[src/rtl/wake_seq_pkg.sv]
// constants and types shared by the wake sequencer
package wake_seq_pkg;
	localparam int CLK_HZ = 100_000_000;
	localparam int TIME_UNIT_HZ = 1000;
	localparam int REQ_PERIOD_MS = 200;
	localparam int RELAY_BURST_MS = 160;
	localparam int CTRL_PKT_MS = 160;
	localparam int DOZE_CYCLE_MS = 150;
	localparam int DOZE_ACTIVE_MS = 8;
	localparam int DOZE_DWELL_MS = 150;
	localparam int CYC_PER_MS = CLK_HZ / TIME_UNIT_HZ;
	localparam int REQ_PERIOD_CYC = REQ_PERIOD_MS * CYC_PER_MS;
	localparam int RELAY_BURST_CYC = RELAY_BURST_MS * CYC_PER_MS;
	localparam int CTRL_PKT_CYC = CTRL_PKT_MS * CYC_PER_MS;
	localparam int DOZE_CYCLE_CYC = DOZE_CYCLE_MS * CYC_PER_MS;
	localparam int DOZE_ACTIVE_CYC = DOZE_ACTIVE_MS * CYC_PER_MS;
	localparam int DOZE_DWELL_CYC = DOZE_DWELL_MS * CYC_PER_MS;
	localparam logic [7:0] BCAST_ADDR = 8'hFF;
	localparam logic [7:0] DEFAULT_GROUP = 8'hA0;
	localparam logic [2:0] DOZE_EN_BIT = 3'h7;
	localparam logic [2:0] CTRL_FREQ_BIT = 3'h6;
	localparam logic [2:0] ADDR_CHK_BIT = 3'h0;
	localparam logic [3:0] CTRL_REPEATS = 4'h2;
	localparam logic [3:0] SCAN_REPEATS = 4'h4;
	localparam logic [7:0] ASCII_AT = 8'h40;
	localparam logic [7:0] ASCII_R = 8'h52;
	localparam logic [7:0] ASCII_L = 8'h4C;
	localparam logic [7:0] ASCII_CR = 8'h0D;
	localparam logic [7:0] ASCII_LF = 8'h0A;
	localparam int CNT_W = 32;
	typedef enum logic [1:0] {
		RESP_ACCEPTED = 2'h0,
		RESP_SUCCESS  = 2'h1,
		RESP_FAILURE  = 2'h2
	} resp_t;
	typedef enum logic [2:0] {
		P_AT   = 3'h0,
		P_C1   = 3'h1,
		P_C2   = 3'h2,
		P_C3   = 3'h3,
		P_RPT  = 3'h4,
		P_DST  = 3'h5,
		P_CR   = 3'h6,
		P_LF   = 3'h7
	} parse_t;
	typedef enum logic [2:0] {
		S_IDLE   = 3'h0,
		S_ACCEPT = 3'h1,
		S_SEND   = 3'h2,
		S_WAIT   = 3'h3,
		S_FINAL  = 3'h4
	} seq_t;
endpackage

[src/rtl/doze_timer.sv]
// doze duty cycle and listen frequency selection
`timescale 1ns/1ns
module doze_timer
	import wake_seq_pkg::*;
(
	input  wire logic       ref_clk,
	input  wire logic       rst_b,
	input  wire logic       dozing,
	input  wire logic       use_ctrl,
	input  wire logic [7:0] low_freq,
	input  wire logic [7:0] freq_step,
	input  wire logic [3:0] freq_count,
	output logic            rx_awake,
	output logic      [7:0] listen_freq
);
	typedef struct packed {
		logic [CNT_W-1:0] cyc;
		logic [CNT_W-1:0] dwell;
		logic [3:0]       idx;
		logic             awake;
		logic [7:0]       freq;
	} dz_t;
	dz_t st, next_st;

	always_comb begin
		next_st = st;
		if (!dozing) begin
			next_st = '0;
			next_st.freq = low_freq;
		end else begin
			// 150 ms frame, receiver powered only in its first 8 ms
			if (st.cyc >= CNT_W'(DOZE_CYCLE_CYC - 1))
				next_st.cyc = '0;
			else
				next_st.cyc = st.cyc + 1'b1;
			next_st.awake = (next_st.cyc < CNT_W'(DOZE_ACTIVE_CYC));
			if (use_ctrl) begin
				next_st.idx = '0;
				next_st.freq = low_freq;
			end else if (st.dwell >= CNT_W'(DOZE_DWELL_CYC - 1)) begin
				next_st.dwell = '0;
				if (st.idx + 1'b1 >= freq_count)
					next_st.idx = '0;
				else
					next_st.idx = st.idx + 1'b1;
				next_st.freq = 8'(low_freq + next_st.idx * freq_step);
			end else begin
				next_st.dwell = st.dwell + 1'b1;
			end
		end
	end

	always_ff @(posedge ref_clk or negedge rst_b) begin
		if (!rst_b)
			st <= '0;
		else
			st <= next_st;
	end

	assign rx_awake = st.awake;
	assign listen_freq = st.freq;
endmodule

[src/rtl/radio_wakeup_sequencer.sv]
// relayed wake command sequencer, repeater and doze control
// Function
// - broadcast wake: receivers send no acknowledge
// - broadcast: success after accepted, after retransmissions
// - command: at, letters, repeater, destination, CR LF
// - destination is station address; 255 broadcasts
// - accepted response, then requests to repeater
// - repeat request every 200 ms, retry count
// - repeater drops mismatched address when checking
// - repeater sends wake requests for 160 ms
// - repeater ignores acks, sends none back
// - relayed wake: failure after accepted unless broadcast
// - doze config bit 6 selects control frequency
// - dozing with control frequency listens there only
// - control frequency is lowest, excluded from data; code excludes it only while doze config bit 7 is also set
// - default group: 0 control, 8 and 16 data
// - single frequency: control selection has no effect
// - control frequency: 2 sends, 320 ms, stop; code spaces the 2 sends 200 ms apart, 400 ms to the final response
// - no control: 4 per frequency, group times two
// - retry count ignored in multi-frequency group
// - doze config bit 7 enables doze behaviour
// - doze: 150 ms cycle, 8 ms active
// - doze scans group 150 ms each, else lowest
`timescale 1ns/1ns
module radio_wakeup_sequencer
	import wake_seq_pkg::*;
(
	input  wire logic       ref_clk,
	input  wire logic       rst_b,
	// host serial side, one byte per valid cycle
	input  wire logic       host_valid,
	input  wire logic [7:0] host_byte,
	output logic            resp_valid,
	output resp_t           resp_code,
	// settings
	input  wire logic [7:0] station_address_setting,
	input  wire logic [7:0] channel_group_setting,
	input  wire logic [7:0] retry_count_setting,
	input  wire logic [7:0] relay_address_check_setting,
	input  wire logic [7:0] doze_config_setting,
	input  wire logic       single_freq_mode,
	input  wire logic [3:0] group_freq_count,
	input  wire logic [7:0] group_low_freq,
	input  wire logic [7:0] group_freq_step,
	input  wire logic       dozing,
	// radio side
	input  wire logic       rx_req_valid,
	input  wire logic [7:0] rx_req_repeater,
	input  wire logic [7:0] rx_req_dest,
	input  wire logic       rx_ack_valid,
	output logic            tx_req_valid,
	output logic      [7:0] tx_req_repeater,
	output logic      [7:0] tx_req_dest,
	output logic            tx_wake_valid,
	output logic      [7:0] tx_wake_dest,
	output logic      [7:0] tx_freq,
	output logic            tx_ack_valid,
	output logic            ctrl_freq_active,
	output logic      [7:0] data_low_freq,
	output logic            rx_awake,
	output logic      [7:0] listen_freq
);
	typedef struct packed {
		parse_t           pst;
		logic [7:0]       rpt_acc;
		logic [7:0]       dst_acc;
		seq_t             seq;
		logic [7:0]       rpt;
		logic [7:0]       dst;
		logic [7:0]       sends_left;
		logic [CNT_W-1:0] timer;
		logic [CNT_W-1:0] relay_timer;
		logic [7:0]       relay_dst;
		logic             resp_v;
		resp_t            resp;
		logic             req_v;
	} st_t;
	st_t st, next_st;

	// decimal digit test, used for both address fields
	function automatic logic is_digit(input logic [7:0] b);
		return (b >= 8'h30) && (b <= 8'h39);
	endfunction

	function automatic logic [7:0] acc_digit(input logic [7:0] acc,
		input logic [7:0] b);
		return 8'(acc * 8'hA + (b - 8'h30));
	endfunction

	logic doze_en;
	logic use_ctrl;
	logic addr_ok;
	assign doze_en = doze_config_setting[DOZE_EN_BIT];
	// ignored when only one frequency exists
	assign use_ctrl = doze_config_setting[CTRL_FREQ_BIT]
		&& !single_freq_mode;
	assign addr_ok = !relay_address_check_setting[ADDR_CHK_BIT]
		|| (rx_req_repeater == station_address_setting);

	always_comb begin
		next_st = st;
		next_st.resp_v = 1'b0;
		next_st.req_v = 1'b0;
		// command parser: ignores bytes while a sequence runs
		if (host_valid && st.seq == S_IDLE) begin
			case (st.pst)
			P_AT: if (host_byte == ASCII_AT) next_st.pst = P_C1;
			P_C1: next_st.pst = (host_byte == ASCII_R) ? P_C2 : P_AT;
			P_C2: next_st.pst = (host_byte == ASCII_L) ? P_C3 : P_AT;
			P_C3: begin
				next_st.rpt_acc = '0;
				next_st.pst = (host_byte == ASCII_R) ? P_RPT : P_AT;
			end
			P_RPT: begin
				if (is_digit(host_byte)) begin
					next_st.rpt_acc = acc_digit(st.rpt_acc, host_byte);
				end else begin
					next_st.dst_acc = '0;
					next_st.pst = P_DST;
				end
			end
			P_DST: begin
				if (is_digit(host_byte))
					next_st.dst_acc = acc_digit(st.dst_acc, host_byte);
				else if (host_byte == ASCII_CR)
					next_st.pst = P_LF;
				else if (host_byte != 8'h20)
					next_st.pst = P_AT;
			end
			P_LF: begin
				next_st.pst = P_AT;
				if (host_byte == ASCII_LF) begin
					next_st.rpt = st.rpt_acc;
					next_st.dst = st.dst_acc;
					next_st.seq = S_ACCEPT;
				end
			end
			default: next_st.pst = P_AT;
			endcase
		end
		case (st.seq)
		S_IDLE: ;
		S_ACCEPT: begin
			next_st.resp_v = 1'b1;
			next_st.resp = RESP_ACCEPTED;
			next_st.timer = '0;
			// group mode fixes the count, else the retry setting
			if (single_freq_mode)
				next_st.sends_left = retry_count_setting;
			else if (use_ctrl)
				next_st.sends_left = 8'(CTRL_REPEATS);
			else
				next_st.sends_left = 8'(SCAN_REPEATS
					* group_freq_count * 2);
			next_st.seq = S_SEND;
		end
		S_SEND: begin
			next_st.req_v = 1'b1;
			next_st.timer = '0;
			next_st.seq = S_WAIT;
		end
		S_WAIT: begin
			next_st.timer = st.timer + 1'b1;
			// the send cycle itself closes the period, so wait one less
			if (st.timer >= CNT_W'(REQ_PERIOD_CYC - 2)) begin
				if (st.sends_left <= 8'h1) begin
					next_st.sends_left = '0;
					next_st.seq = S_FINAL;
				end else begin
					next_st.sends_left = st.sends_left - 1'b1;
					next_st.seq = S_SEND;
				end
			end
		end
		S_FINAL: begin
			next_st.resp_v = 1'b1;
			// no ack path through a repeater, so unicast fails
			next_st.resp = (st.dst == BCAST_ADDR) ? RESP_SUCCESS
				: RESP_FAILURE;
			next_st.seq = S_IDLE;
		end
		default: next_st.seq = S_IDLE;
		endcase
		// repeater role
		if (st.relay_timer != '0)
			next_st.relay_timer = st.relay_timer - 1'b1;
		if (rx_req_valid && addr_ok) begin
			next_st.relay_timer = CNT_W'(RELAY_BURST_CYC);
			next_st.relay_dst = rx_req_dest;
		end
	end

	always_ff @(posedge ref_clk or negedge rst_b) begin
		if (!rst_b) begin
			st <= '0;
		end else begin
			st <= next_st;
		end
	end

	assign resp_valid = st.resp_v;
	assign resp_code = st.resp;
	assign tx_req_valid = st.req_v;
	assign tx_req_repeater = st.rpt;
	assign tx_req_dest = st.dst;
	assign tx_wake_valid = (st.relay_timer != '0);
	assign tx_wake_dest = st.relay_dst;
	// acks seen on rx_ack_valid never forwarded by the repeater
	assign tx_ack_valid = 1'b0;
	assign ctrl_freq_active = use_ctrl && doze_en;
	assign tx_freq = use_ctrl ? group_low_freq : listen_freq;
	// lowest frequency reserved for waking when control and doze are both on
	assign data_low_freq = ctrl_freq_active
		? 8'(group_low_freq + group_freq_step) : group_low_freq;

	doze_timer u_doze (
		.ref_clk    (ref_clk),
		.rst_b      (rst_b),
		.dozing     (dozing && doze_en),
		.use_ctrl   (use_ctrl),
		.low_freq   (group_low_freq),
		.freq_step  (group_freq_step),
		.freq_count (group_freq_count),
		.rx_awake   (rx_awake),
		.listen_freq(listen_freq)
	);
endmodule

[config.mk]
export PLATFORM = sky130hd
export DESIGN_NAME = radio_wakeup_sequencer
export DESIGN_NICKNAME = d
export VERILOG_FILES = /design/src/rtl/wake_seq_pkg.sv /design/src/rtl/doze_timer.sv /design/src/rtl/radio_wakeup_sequencer.sv
export SDC_FILE = /design/constraint.sdc
export NUM_CORES = 1
export LEC_CHECK = 0
export ABC_AREA = 1
export BUFFER_PORTS_ARGS = -buffer_cell sky130_fd_sc_hd__buf_2
export CAP_MARGIN = 20
export CORE_MARGIN = 10
export CORE_UTILIZATION = 50
export CTS_CLUSTER_DIAMETER = 80
export CTS_CLUSTER_SIZE = 25
export DETAILED_ROUTE_END_ITERATION = 10
export GPL_TIMING_DRIVEN = 0
export PLACE_DENSITY = 0.79
export RECOVER_POWER = 100
export SYNTH_ARGS = -nofsm -noshare
export SYNTH_HDL_FRONTEND = slang
export SYNTH_SLANG_ARGS = --single-unit
[constraint.sdc]
create_clock -name ref_clk -period 10.4 [get_ports ref_clk]
set_input_delay 0.52 -clock ref_clk [delete_from_list [all_inputs] [get_ports ref_clk]]
set_output_delay 0.52 -clock ref_clk [all_outputs]
set_load 0.03 [all_outputs]
Word level (Yosys, flattened, before mapping)

Cells that the tools add are included.

Add/sub/neg operators: 11
Multipliers: 3
Divide/modulo/power cells: 0
$lt $le $gt $ge: 8
Eq/ne operators: 27
Shift-type cells: 0
Mux-type cells: 46
Bitwise gates (word level): 0
Reduce and logical (&&, ||, !) cells: 24

Operator list:

| operator                                                                              | number |
|---|---|
| 32-bit 2-to-1 mux                                                                     | 5 |
| 32-bit by 1-bit adder with 32-bit output, second input constant                       | 3 |
| 8-bit 2-to-1 mux                                                                      | 10 |
| 77-bit 2-to-1 mux                                                                     | 1 |
| 32-bit by 24-bit greater-or-equal comparator with 1-bit output, second input constant | 2 |
| 32-bit one-hot mux with 2 select lines                                                | 1 |
| 19-bit 2-to-1 mux                                                                     | 3 |
| 8-bit one-hot mux with 2 select lines                                                 | 3 |
| 40-bit 2-to-1 mux                                                                     | 1 |
| 8-bit adder                                                                           | 4 |
| 32-bit by 25-bit greater-or-equal comparator with 1-bit output, second input constant | 1 |
| 32-bit by 20-bit less-than comparator with 1-bit output, second input constant        | 1 |
| 32-bit nonzero test                                                                   | 1 |
| 32-bit by 1-bit subtractor with 32-bit output, second input constant                  | 1 |
| 8-bit by 7-bit equality test with 1-bit output, second input constant                 | 3 |
| 3-bit 2-to-1 mux                                                                      | 8 |
| 4-bit 2-to-1 mux                                                                      | 6 |
| 3-bit one-hot mux with 6 select lines                                                 | 1 |
| 8-bit by 4-bit equality test with 1-bit output, second input constant                 | 2 |
| 8-bit by 3-bit multiplier with 7-bit output, second input constant                    | 2 |
| 2-bit inequality test, second input constant                                          | 7 |
| 3-bit by 2-bit equality test with 1-bit output, second input constant                 | 4 |
| 3-bit equality test, second input constant                                            | 4 |
| 3-bit one-hot mux with 4 select lines                                                 | 1 |
| other kinds (27)                                                                      | 44 |

Flip-flop bits (word level): 199
Latch bits: 0
RAM bits: 0
Bits in read-only memories: 0
Word-level logic and storage cells: 137
Memories kept: 0

Longest topological paths before layout

Gate-level depths: netlist (run 1).

Depth in word-level cells: 11
Gate-level depth with buffers: 30

Modules after synthesis

From an unflattened synthesis (run 1), not the netlist that was laid out.

Cells, all modules: 1935
Area, all modules: 14069.7 um^2

Modules (own cells, without submodules):

| module                 | instances | cells an instance | area each (um^2) | seq. area each (um^2) |
|---|---|---|---|---|
| radio_wakeup_sequencer | 1         | 1249              | 8787.2           | 3052.9 |
| doze_timer             | 1         | 686               | 5282.6           | 1926.8 |

Worst setup path before layout (run 1)

No wires, ideal clock.

Kind: reg-to-reg
Start: register u_doze.st[9] (netlist name)
End: register u_doze.st (netlist bit u_doze.listen_freq[7])
Library setup time: 0.116 ns
Arrival time: 4.457 ns
Setup slack: 5.827 ns
Cell stages (with the launch flop): 25
Period minus slack after synthesis: 4.573 ns
Cells stage by stage: dfrtp_1 > ha_1 > xor2_1 > ha_1 > a21oi_1 > nand3_1 > nor2_1 > nand2_1 > fa_1 > inv_1 > fa_1 > inv_1 > fa_1 > inv_1 > ha_1 > a21oi_1 > nand4_1 > nand2_1 > nand3_1 > nand2_1 > inv_1 > nand2_1 > nand3_1 > nand2_1 > nand2_1

Cells in the longest elaborated chain, start to end: 11

RTL lines:

| item                                            | RTL line                           | text |
|---|---|---|
| start, declared                                 | doze_timer.sv:23                   | `dz_t st, next_st;` |
| start signal, assigned                          | doze_timer.sv:57                   | `st <= next_st;` |
| 4-bit by 1-bit adder with 4-bit output (*)      | doze_timer.sv:42, doze_timer.sv:45 |  |
| 4-bit greater-or-equal comparator               | doze_timer.sv:42                   | `if (st.idx + 1'b1 >= freq_count)` |
| 4-bit 2-to-1 mux (*)                            | doze_timer.sv:42                   |  |
| 4-bit 2-to-1 mux (*)                            | doze_timer.sv:40                   | `end else if (st.dwell >= CNT_W'(DOZE_DWELL_CYC - 1)) begin` |
| 4-bit 2-to-1 mux (*)                            | doze_timer.sv:37                   | `if (use_ctrl) begin` |
| 4-bit 2-to-1 mux (*)                            | doze_timer.sv:27                   | `if (!dozing) begin` |
| 4-bit by 8-bit multiplier with 8-bit output (*) | doze_timer.sv:46                   | `next_st.freq = 8'(low_freq + next_st.idx * freq_step);` |
| 8-bit adder (*)                                 | doze_timer.sv:46                   |  |
| 8-bit 2-to-1 mux (*)                            | doze_timer.sv:40                   |  |
| 8-bit 2-to-1 mux (*)                            | doze_timer.sv:37                   |  |
| 77-bit 2-to-1 mux (*)                           | doze_timer.sv:27                   |  |

Every way passes the cells marked *; elsewhere a longest branch is shown, timed or not. The select of a mux whose other input is x is not followed.
A chain may end at the register's enable or synchronous reset.

==> impl_metrics.ini, run 1 <==
[outcome]
status = finished with violations
violations = max-capacitance violations, max-slew violations

[setup_path]
path_buf_inv = 1
startpoint_type = input pin
worst_path_dominant_cell_family = buffers and inverters
path_cells = clkbuf_1
cp_max_fo = 113
critical_path.slowest_cell = clkbuf_1
worstSetupPathType = input pin to async pin
critPathRequiredTime_ns = 9.49
arrival_ns = 4.77
cp_slowest_stage_delay_ns = 4.18
end_kind = async pin

[worst_hold_path]
hold_class = input pin to register

[synthesis]
synthCells = 1808
ys_seq_area_share_pct = 36.69
synthAdderAreaFrac_pct = 8.333
syn-mean-instance-area_um2 = 7.508
ys_types = 60
yosysWarningCount = 0
synth_xor_xnor_area_share_pct = 6.194
async_flop_share_pct = 100.0
yosys-mux-area-fraction_pct = 0.3779
synth-seq-cells = 199
synthFlopType = dfrtp_1
synth_compound_area_share_pct = 9.125
synth_simple_gate_area_share_pct = 28.90
synth_area_um2 = 13570
synth_edf_count = 0
synth_top_family_by_area = simple AND/OR/NAND/NOR gates

[routing]
via_per_inst = 5.338
drt-total-wl_mm = 34.53
ant_nets = 0
drc = 0
firstDrtPassIters = 8
drt-wirelength-per-cell_um = 14.94
dr.first_iter.drc_count = 983
routed-via-count = 12341

[place]
dp.final_hpwl_mm = 26.33
place_inst = 2280
gp_congestion = 0.9240
portBuffers = 122

[floorplanning]
dieArea_um2 = 34140
io_pins = 147
initial_core_util_pct = 50.65
core-area_um2 = 26800
die-height_um = 184.8
die_w_um = 184.8
rows = 60

[sta]
slew_violations = 114
worstMarginPinSlew_ns = 6.078
slew_headroom_pct = -305.2
period_needed_ns = 5.683
fin_crit_sh_pct = 54.64
fmax_mhz = 176.0
fin_skew_ns = 0.01263
finalSetupViolations = 0
setup_tns_ns = 0
grt_setup_unrepaired = no
hold_violations = 0

[clock_tree]
clk-insertion-delay-late_ns = 0.45
cts_root_buf = clkbuf_16
cts_made_buffers = 17
cts_max_path_buffers = 2
cts-resized-gates = 0
htreeDepth = 4
cts_tree = built
postCtsHoldBufs = 0
clkSinkCount = 199
post-cts-setup-buffers = 0
clk_pin_slew_ns = 0.07

[finish]
finalNonFillerCells = 2312
fillers = 2542
syn2layout_area_growth_pct = 10.90
final_core_util_pct = 56.17
drive_gt1_share_pct = 9.183
nNetsFinal = 2128
diodes = 0

[global_routing]
grt_max_degree = 114
grt_usage_pct = 20.63
grt_pass1_vias = 12620
grt_pass1_wl_mm = 58.86
grt_antenna_before_repair = 0
gr-total-overflow = 0

[job]
drv_cap = 1

[power]
max-vdd-ir-drop_uv = 103.6
p_leak_nw = 7.396
powerDensity_nw_per_um2 = 124.4
layout by cell type (no fill, tap or decap), types with 5 or more instances in the layout:
cell type,n
a21oi_1,44
fa_1,19
nand2_2,5
buf_4,35
xor2_1,74
nand3_1,102
nor3_2,6
clkbuf_1,84
nor2_1,247
dfrtp_1,199
ha_1,60
a21o_1,5
o21ai_0,79
nand2_1,404
clkbuf_16,17
nand4_1,46
buf_2,67
xnor2_1,22
o32ai_1,8
nor2_2,7
nor3_1,40
nor4_1,10
conb_1,9
o22ai_1,38
or2_2,9
a31oi_1,6
inv_1,257
cell usage after synthesis (all sizes together) (20+ instances only):
master / n / share of area, %
nand2: 409 / 12
inv: 261 / 7.2
nor2: 255 / 7.5
dfrtp: 199 / 37
nand3: 106 / 4.1
o21ai: 80 / 2.9
xor2: 74 / 4.8
ha: 60 / 5.5
buf: 46 / 2.6
nand4: 46 / 2.2
nor3: 46 / 2.0
a21oi: 44 / 1.7
o22ai: 38 / 1.8
xnor2: 22 / 1.4
clkbuf: 20 / 0.55
routing by layer:
metal	wire length, µm	vias up	global-route usage [%]
met1	15020	5827	25.66
met4	995	0	7.672
met2	16630	363	34.85
met5	0	-	0
met3	1885	71	3.840
li1	-	6080	-
sequential cells by signal, summed over array words and instances, names as in the netlist:
| name | count |
|---|---|
| resp_code | 2 |
| resp_valid | 1 |
| tx_wake_dest | 8 |
| tx_req_dest | 8 |
| tx_req_valid | 1 |
| u_doze.st | 68 |
| tx_req_repeater | 8 |
| st | 94 |
| u_doze.listen_freq | 8 |
| u_doze.rx_awake | 1 |
where the power goes:
| group | switching, W | leakage [nW] | internal, W |
|---|---|---|---|
| Sequential | 0.0000314 | 2.56 | 0.000807 |
| Clock | 0.000327 | 0.272 | 0.000324 |
| Combinational | 0.000251 | 4.57 | 0.000131 |
cells by family (layout without fill, tap and decap cells):
kind of cell	count (synthesis)	after routing
adders and majority gates	79	79
buffers and inverters	328	483
muxes	5	5
DFF	199	199
AOI/OAI and AO/OA	207	207
xor gates and xnor gates	96	96
and+or+nand+nor	893	893
other	1	9
per-stage QoR:
| stage | worst slack (ns) | hold WS (ns) | total power (W) | instance area (µm²) |
|---|---|---|---|---|
| floorplan | 5.827 | 0.2244 | 0.001122 | 13600 |
| global placement | 5.313 | 0.4519 | 0.001232 | 14640 |
| detailed placement | 5.207 | 0.4601 | 0.001243 | 14680 |
| CTS | 5.165 | 0.1834 | 0.001894 | 15260 |
| global route | 3.453 | 0.2804 | 0.001977 | 15050 |
| finish | 4.717 | 0.2818 | 0.001872 | 15050 |
final cells by class:
class                           count  area, µm²  area share (%)
Clock inverter                     14      138.9          0.9226
Clock buffer                       18      439.2           2.917
Inverter                          262      983.4           6.533
Tap cell                          341      426.7           2.834
Multi-Input combinational cell   1289       7122           47.31
Sequential cell                   199       4980           33.08
Timing Repair Buffer              123      568.0           3.774
Buffer                             66      395.4           2.627
path summary, 6_finish.rpt:
check	start	endpoint	slack (ns)	cells after the start
max	rst_b	st[113]	4.72	1
min	rx_req_dest[3]	tx_wake_dest[3]	0.28	3
min reg2reg	u_doze.st[45]	u_doze.st[45]	0.47	1
min in group asynchronous	rst_b	st[28]	2.33	1
max reg2reg	u_doze.st[9]	u_doze.listen_freq[7]	5.15	27
max in group ref_clk	u_doze.st[9]	u_doze.listen_freq[7]	5.15	27
Note: power is estimated with default switching activity, not from simulation.
==> run 2: changes to the inputs <==
==> constraint.sdc (replaced) <==
create_clock -name ref_clk -period 5.3 [get_ports ref_clk]
set_input_delay 0.265 -clock ref_clk [delete_from_list [all_inputs] [get_ports ref_clk]]
set_output_delay 0.265 -clock ref_clk [all_outputs]
set_load 0.03 [all_outputs]
==> impl_metrics.ini, run 2 (synthesized netlist as in run 1, its figures left out) <==
[worst_hold_path]
holdPathStages = 3
whs_endpoint = tx_wake_dest[3]
hold_class = input pin to register
min_from = rx_req_dest[3]

[global_routing]
grt_pass1_wl_mm = 58.91
grt_pass1_vias = 12625
grt_antenna_before_repair = 0
grt_max_degree = 114
grt_usage_pct = 20.64
gr-total-overflow = 0

[sta]
period_needed_ns = 5.053
finalSetupViolations = 0
setup_tns_ns = 0
slew_headroom_pct = -88.04
fin_skew_ns = 0.01147
fmax_mhz = 197.9
fin_crit_sh_pct = 95.34
setup_slack_ns = 0.2469
worstMarginPinSlew_ns = 2.821
slew_violations = 113
hold_violations = 0

[place]
gp_congestion = 0.9240
portBuffers = 122
pre_cts_slack_ns = 0.1067
dp.final_hpwl_mm = 26.33

[clock_tree]
clk_pin_slew_ns = 0.07
cts_tree = built
cts_root_buf = clkbuf_16
cts_max_path_buffers = 2
clkSinkCount = 199
cts_made_buffers = 17
htreeDepth = 4
clk-insertion-delay-late_ns = 0.45

[setup_path]
path_buf_inv = 5
worstSetupPathType = register to register
r2r_cells = 27
cp_max_fo = 6
r2r-end = u_doze.listen_freq[7]
r2r_start = u_doze.st[9]
arrival_ns = 5.39
end_kind = register
cpMostUsedCell = nand2_1
critical_path.slowest_cell = fa_1
cp_slowest_stage_delay_ns = 0.55
startpoint_type = register
critPathRequiredTime_ns = 5.64
worst_path_dominant_cell_family = adder cells
r2r_setup_slack_ns = 0.25

[floorplanning]
core-area_um2 = 26800
io_pins = 147
rows = 60
initial_core_util_pct = 50.65
die_w_um = 184.8
dieArea_um2 = 34140
die-height_um = 184.8

[finish]
nNetsFinal = 2130
most-common-layout-cells = 404 x nand2_1, 257 x inv_1, 246 x nor2_1
final_common_cell = nand2_1
fillers = 2534
diodes = 0
largest_reg_flops = 94
syn2layout_area_growth_pct = 11.30
regMostFlops = st
reg.largest.list = st: 94 flops, u_doze.st: 68 flops
final_core_util_pct = 56.37
drive_gt1_share_pct = 9.529

[power]
max-vdd-ir-drop_uv = 208.6
p_leak_nw = 7.412
powerDensity_nw_per_um2 = 243.2

[routing]
firstDrtPassIters = 7
wl_met3_mm = 1.798
drt-met1-wl_mm = 15.18
routed-via-count = 12400
dr.max_layer_used = met4
drt-total-wl_mm = 34.70
drc = 0
ant_nets = 0
dr.first_iter.drc_count = 1051
met2_length_mm = 16.70
via_per_inst = 5.359
drt-wirelength-per-cell_um = 14.99

[outcome]
violations = max-capacitance violations, max-slew violations
status = finished with violations

[job]
drv_cap = 1
## run 2: how the worst max path moves through the flow
stage | from | slack [ns] | cells after the start | end
2_1_floorplan | u_doze.st[9] | 0.73 | 24 | u_doze.listen_freq[7]
3_3_place_gp | u_doze.st[9] | 0.21 | 27 | u_doze.listen_freq[7]
3_5_place_dp | u_doze.st[9] | 0.11 | 27 | u_doze.listen_freq[7]
4_1_cts | u_doze.st[9] | 0.06 | 27 | u_doze.listen_freq[7]
5_1_grt | u_doze.st[9] | -0.05 | 27 | u_doze.listen_freq[7]
6_report | u_doze.st[9] | 0.25 | 27 | u_doze.listen_freq[7]
## run 2: per-layer routing
layer  track usage [%]  vias to the layer above
met3             3.821                       73
met2             34.88                      360
met1             25.69                     5877
met5                 0                        -
li1                  -                     6090
met4             7.672                        0
## run 2: layout make-up
| class | instances | area, µm² | share of cell area [%] |
|---|---|---|---|
| Timing Repair Buffer | 125 | 586.8 | 3.884 |
| Tap cell | 341 | 426.7 | 2.824 |
| Clock buffer | 18 | 439.2 | 2.907 |
| Clock inverter | 14 | 138.9 | 0.9193 |
| Multi-Input combinational cell | 1289 | 7158 | 47.38 |
| Inverter | 262 | 983.4 | 6.509 |
| Sequential cell | 199 | 4980 | 32.96 |
| Buffer | 66 | 395.4 | 2.617 |
## run 2: through the flow
step	std cells	power, W	instance area, µm²	hold slack, ns
3_3_place_gp	2279	0.002417	14640	0.4519
6_report	2314	0.003675	15110	0.02661
3_5_place_dp	2280	0.002438	14680	0.4078
5_1_grt	2314	0.003881	15110	0.02536
4_1_cts	2313	0.003717	15270	0.01635
2_1_floorplan	1816	0.002202	13600	-0.03059
## run 2: repair_timing
| action | CTS | global route |
|---|---|---|
| gates resized for setup | 0 | 7 |
| setup buffers | 0 | 1 |
| hold buffers | 1 | 0 |
| setup endpoints to repair | 0 | 3 |
| endpoints found under the hold margin | 112 | 0 |
## run 2: where the power goes
group          internal, W  switching (W)  leakage [nW]
logic             0.000257       0.000497          4.58
clock network     0.000637       0.000639         0.272
registers          0.00158      0.0000612          2.56
total              0.00248        0.00120          7.41
## run 2: worst min-delay path: stages
cell     delay [ns]
buf_2          0.08
nand2_1        0.04
nand2_1        0.05
==> run 3: changes to the inputs <==
--- a/config.mk
+++ b/config.mk
@@ -15,7 +15,7 @@
 export DETAILED_ROUTE_END_ITERATION = 10
 export GPL_TIMING_DRIVEN = 0
 export PLACE_DENSITY = 0.79
-export RECOVER_POWER = 100
+export RECOVER_POWER = 50
 export SYNTH_ARGS = -nofsm -noshare
 export SYNTH_HDL_FRONTEND = slang
 export SYNTH_SLANG_ARGS = --single-unit
==> impl_metrics.ini, run 3 (synthesized netlist as in run 1, its figures left out) <==
[outcome]
status = finished with violations
violations = max-capacitance violations, max-slew violations

[place]
gp_congestion = 0.9240
pre_cts_slack_ns = 0.1067
place_inst = 2280
portBuffers = 122
dp.final_hpwl_mm = 26.33

[sta]
period_needed_ns = 5.049
finalSetupViolations = 0
fmax_mhz = 198.1
worstMarginPinSlew_ns = 2.835
fin_skew_ns = 0.01211
fin_crit_sh_pct = 95.26
slew_violations = 113
hold_violations = 0
setup_slack_ns = 0.2510
slew_headroom_pct = -88.99

[job]
drv_cap = 1

[power]
powerDensity_nw_per_um2 = 241.7
max-vdd-ir-drop_uv = 209.4
fin_total_pwr_w = 0.003685
p_leak_nw = 7.499

[clock_tree]
cts_root_buf = clkbuf_16
cts_max_path_buffers = 2
cts_tree = built
clk_pin_slew_ns = 0.07
htreeDepth = 4
clkSinkCount = 199
clk-insertion-delay-late_ns = 0.45
cts_made_buffers = 17

[setup_path]
worstSetupPathType = register to register
startpoint = u_doze.st[9]
r2r_start = u_doze.st[9]
cp_max_fo = 6
arrival_ns = 5.39
critPathRequiredTime_ns = 5.64
startpoint_type = register
end_kind = register

[finish]
most-common-layout-cells = 400 x nand2_1, 253 x inv_1, 240 x nor2_1
final_core_util_pct = 56.88
finalNonFillerCells = 2314
drive_gt1_share_pct = 11.86
final_common_cell = nand2_1
syn2layout_area_growth_pct = 12.31
reg.largest.list = st: 94 flops, u_doze.st: 68 flops
regMostFlops = st
fillers = 2507
largest_reg_flops = 94
nNetsFinal = 2130
diodes = 0

[routing]
drt-wirelength-per-cell_um = 14.97
drc = 0
dr.first_iter.drc_count = 993
ant_nets = 0
drt-total-wl_mm = 34.64
via_per_inst = 5.369
firstDrtPassIters = 8
routed-via-count = 12425

[global_routing]
grt_pass1_vias = 12625
grt_usage_pct = 20.64
grt_max_degree = 114
gr-total-overflow = 0
grt_pass1_wl_mm = 58.91
grt_antenna_before_repair = 0

[floorplanning]
initial_core_util_pct = 50.65
die_w_um = 184.8
rows = 60
die-height_um = 184.8
core-area_um2 = 26800
dieArea_um2 = 34140
io_pins = 147

[worst_hold_path]
min_from = rx_req_dest[7]
hold_class = input pin to register
run 3: cell types whose count changed in the layout (fill, tap and decap cells not counted), sizes merged:
cell / change
clkbuf: -23
inv: +2
clkinv: -2
buf: +23
run 3: final timing paths:
kind / to / slack, ns / depth (start not counted)
worst max register to register: u_doze.listen_freq[7] / 0.25 / 27
worst max-delay path: u_doze.listen_freq[7] / 0.25 / 27
worst min-delay path: tx_wake_dest[7] / 0.02 / 3
worst min register to register: u_doze.st[45] / 0.47 / 1
max in group asynchronous: st[113] / 2.40 / 2
min in group asynchronous: st[28] / 1.26 / 2
run 3: report_power, final:
| part | leakage (nW) | switching (W) | internal, W |
|---|---|---|---|
| sequential | 2.56 | 0.0000614 | 0.00158 |
| combinational | 4.67 | 0.000501 | 0.000265 |
| clock | 0.272 | 0.000638 | 0.000636 |
run 3: what timing repair did:
item / in CTS / in global routing
resized for setup: 0 / 7
hold buffers: 1 / 0
buffers inserted: 0 / 1
endpoints found under the setup margin: 0 / 3
hold endpoints to repair: 112 / 0
run 3: critical path, stage by stage, from the launching register on:
cell and delay (ns):
dfrtp_1 0.45, ha_1 0.26, xor2_2 0.16, ha_1 0.23
a21oi_4 0.25, nand3_1 0.21, nor2_4 0.19, nand2_1 0.11
fa_1 0.54, inv_1 0.05, fa_1 0.53, inv_1 0.05
fa_1 0.50, inv_1 0.04, ha_1 0.32, nand2_1 0.07
inv_1 0.07, nand4_1 0.11, nand3_1 0.10, nand2_1 0.07
nand2_1 0.07, nand3_1 0.07, nand2_1 0.12, inv_1 0.05
nand2_1 0.06, nand3_1 0.10, nand2_1 0.09, nand2_1 0.05
run 3: per-stage QoR:
step	instance area (µm²)	TNS (ns)	hold WS [ns]
5_1_grt	15240	-0.05103	0.02536
6_report	15240	0	0.02223
4_1_cts	15270	0	0.01635
3_3_place_gp	14640	0	0.4519
2_1_floorplan	13600	0	-0.03059
3_5_place_dp	14680	0	0.4078
run 3: area by class of cell:
type,instances,area [µm²],share of cell area (%)
Clock buffer,18,439.2,2.881
Buffer,66,416.7,2.733
Clock inverter,14,138.9,0.9110
Multi-Input combinational cell,1289,7251,47.56
Sequential cell,199,4980,32.67
Timing Repair Buffer,125,609.3,3.997
Inverter,262,983.4,6.451
Tap cell,341,426.7,2.799
run 3: layer usage:
layer  track usage (%)  vias to the layer above  share of wire (%)
li1                  -                     6096                  -
met1             25.69                     5891                 44
met2             34.88                      364                 48
met3             3.821                       74                4.9
met4             7.672                        0                2.9
met5                 0                        -                  0
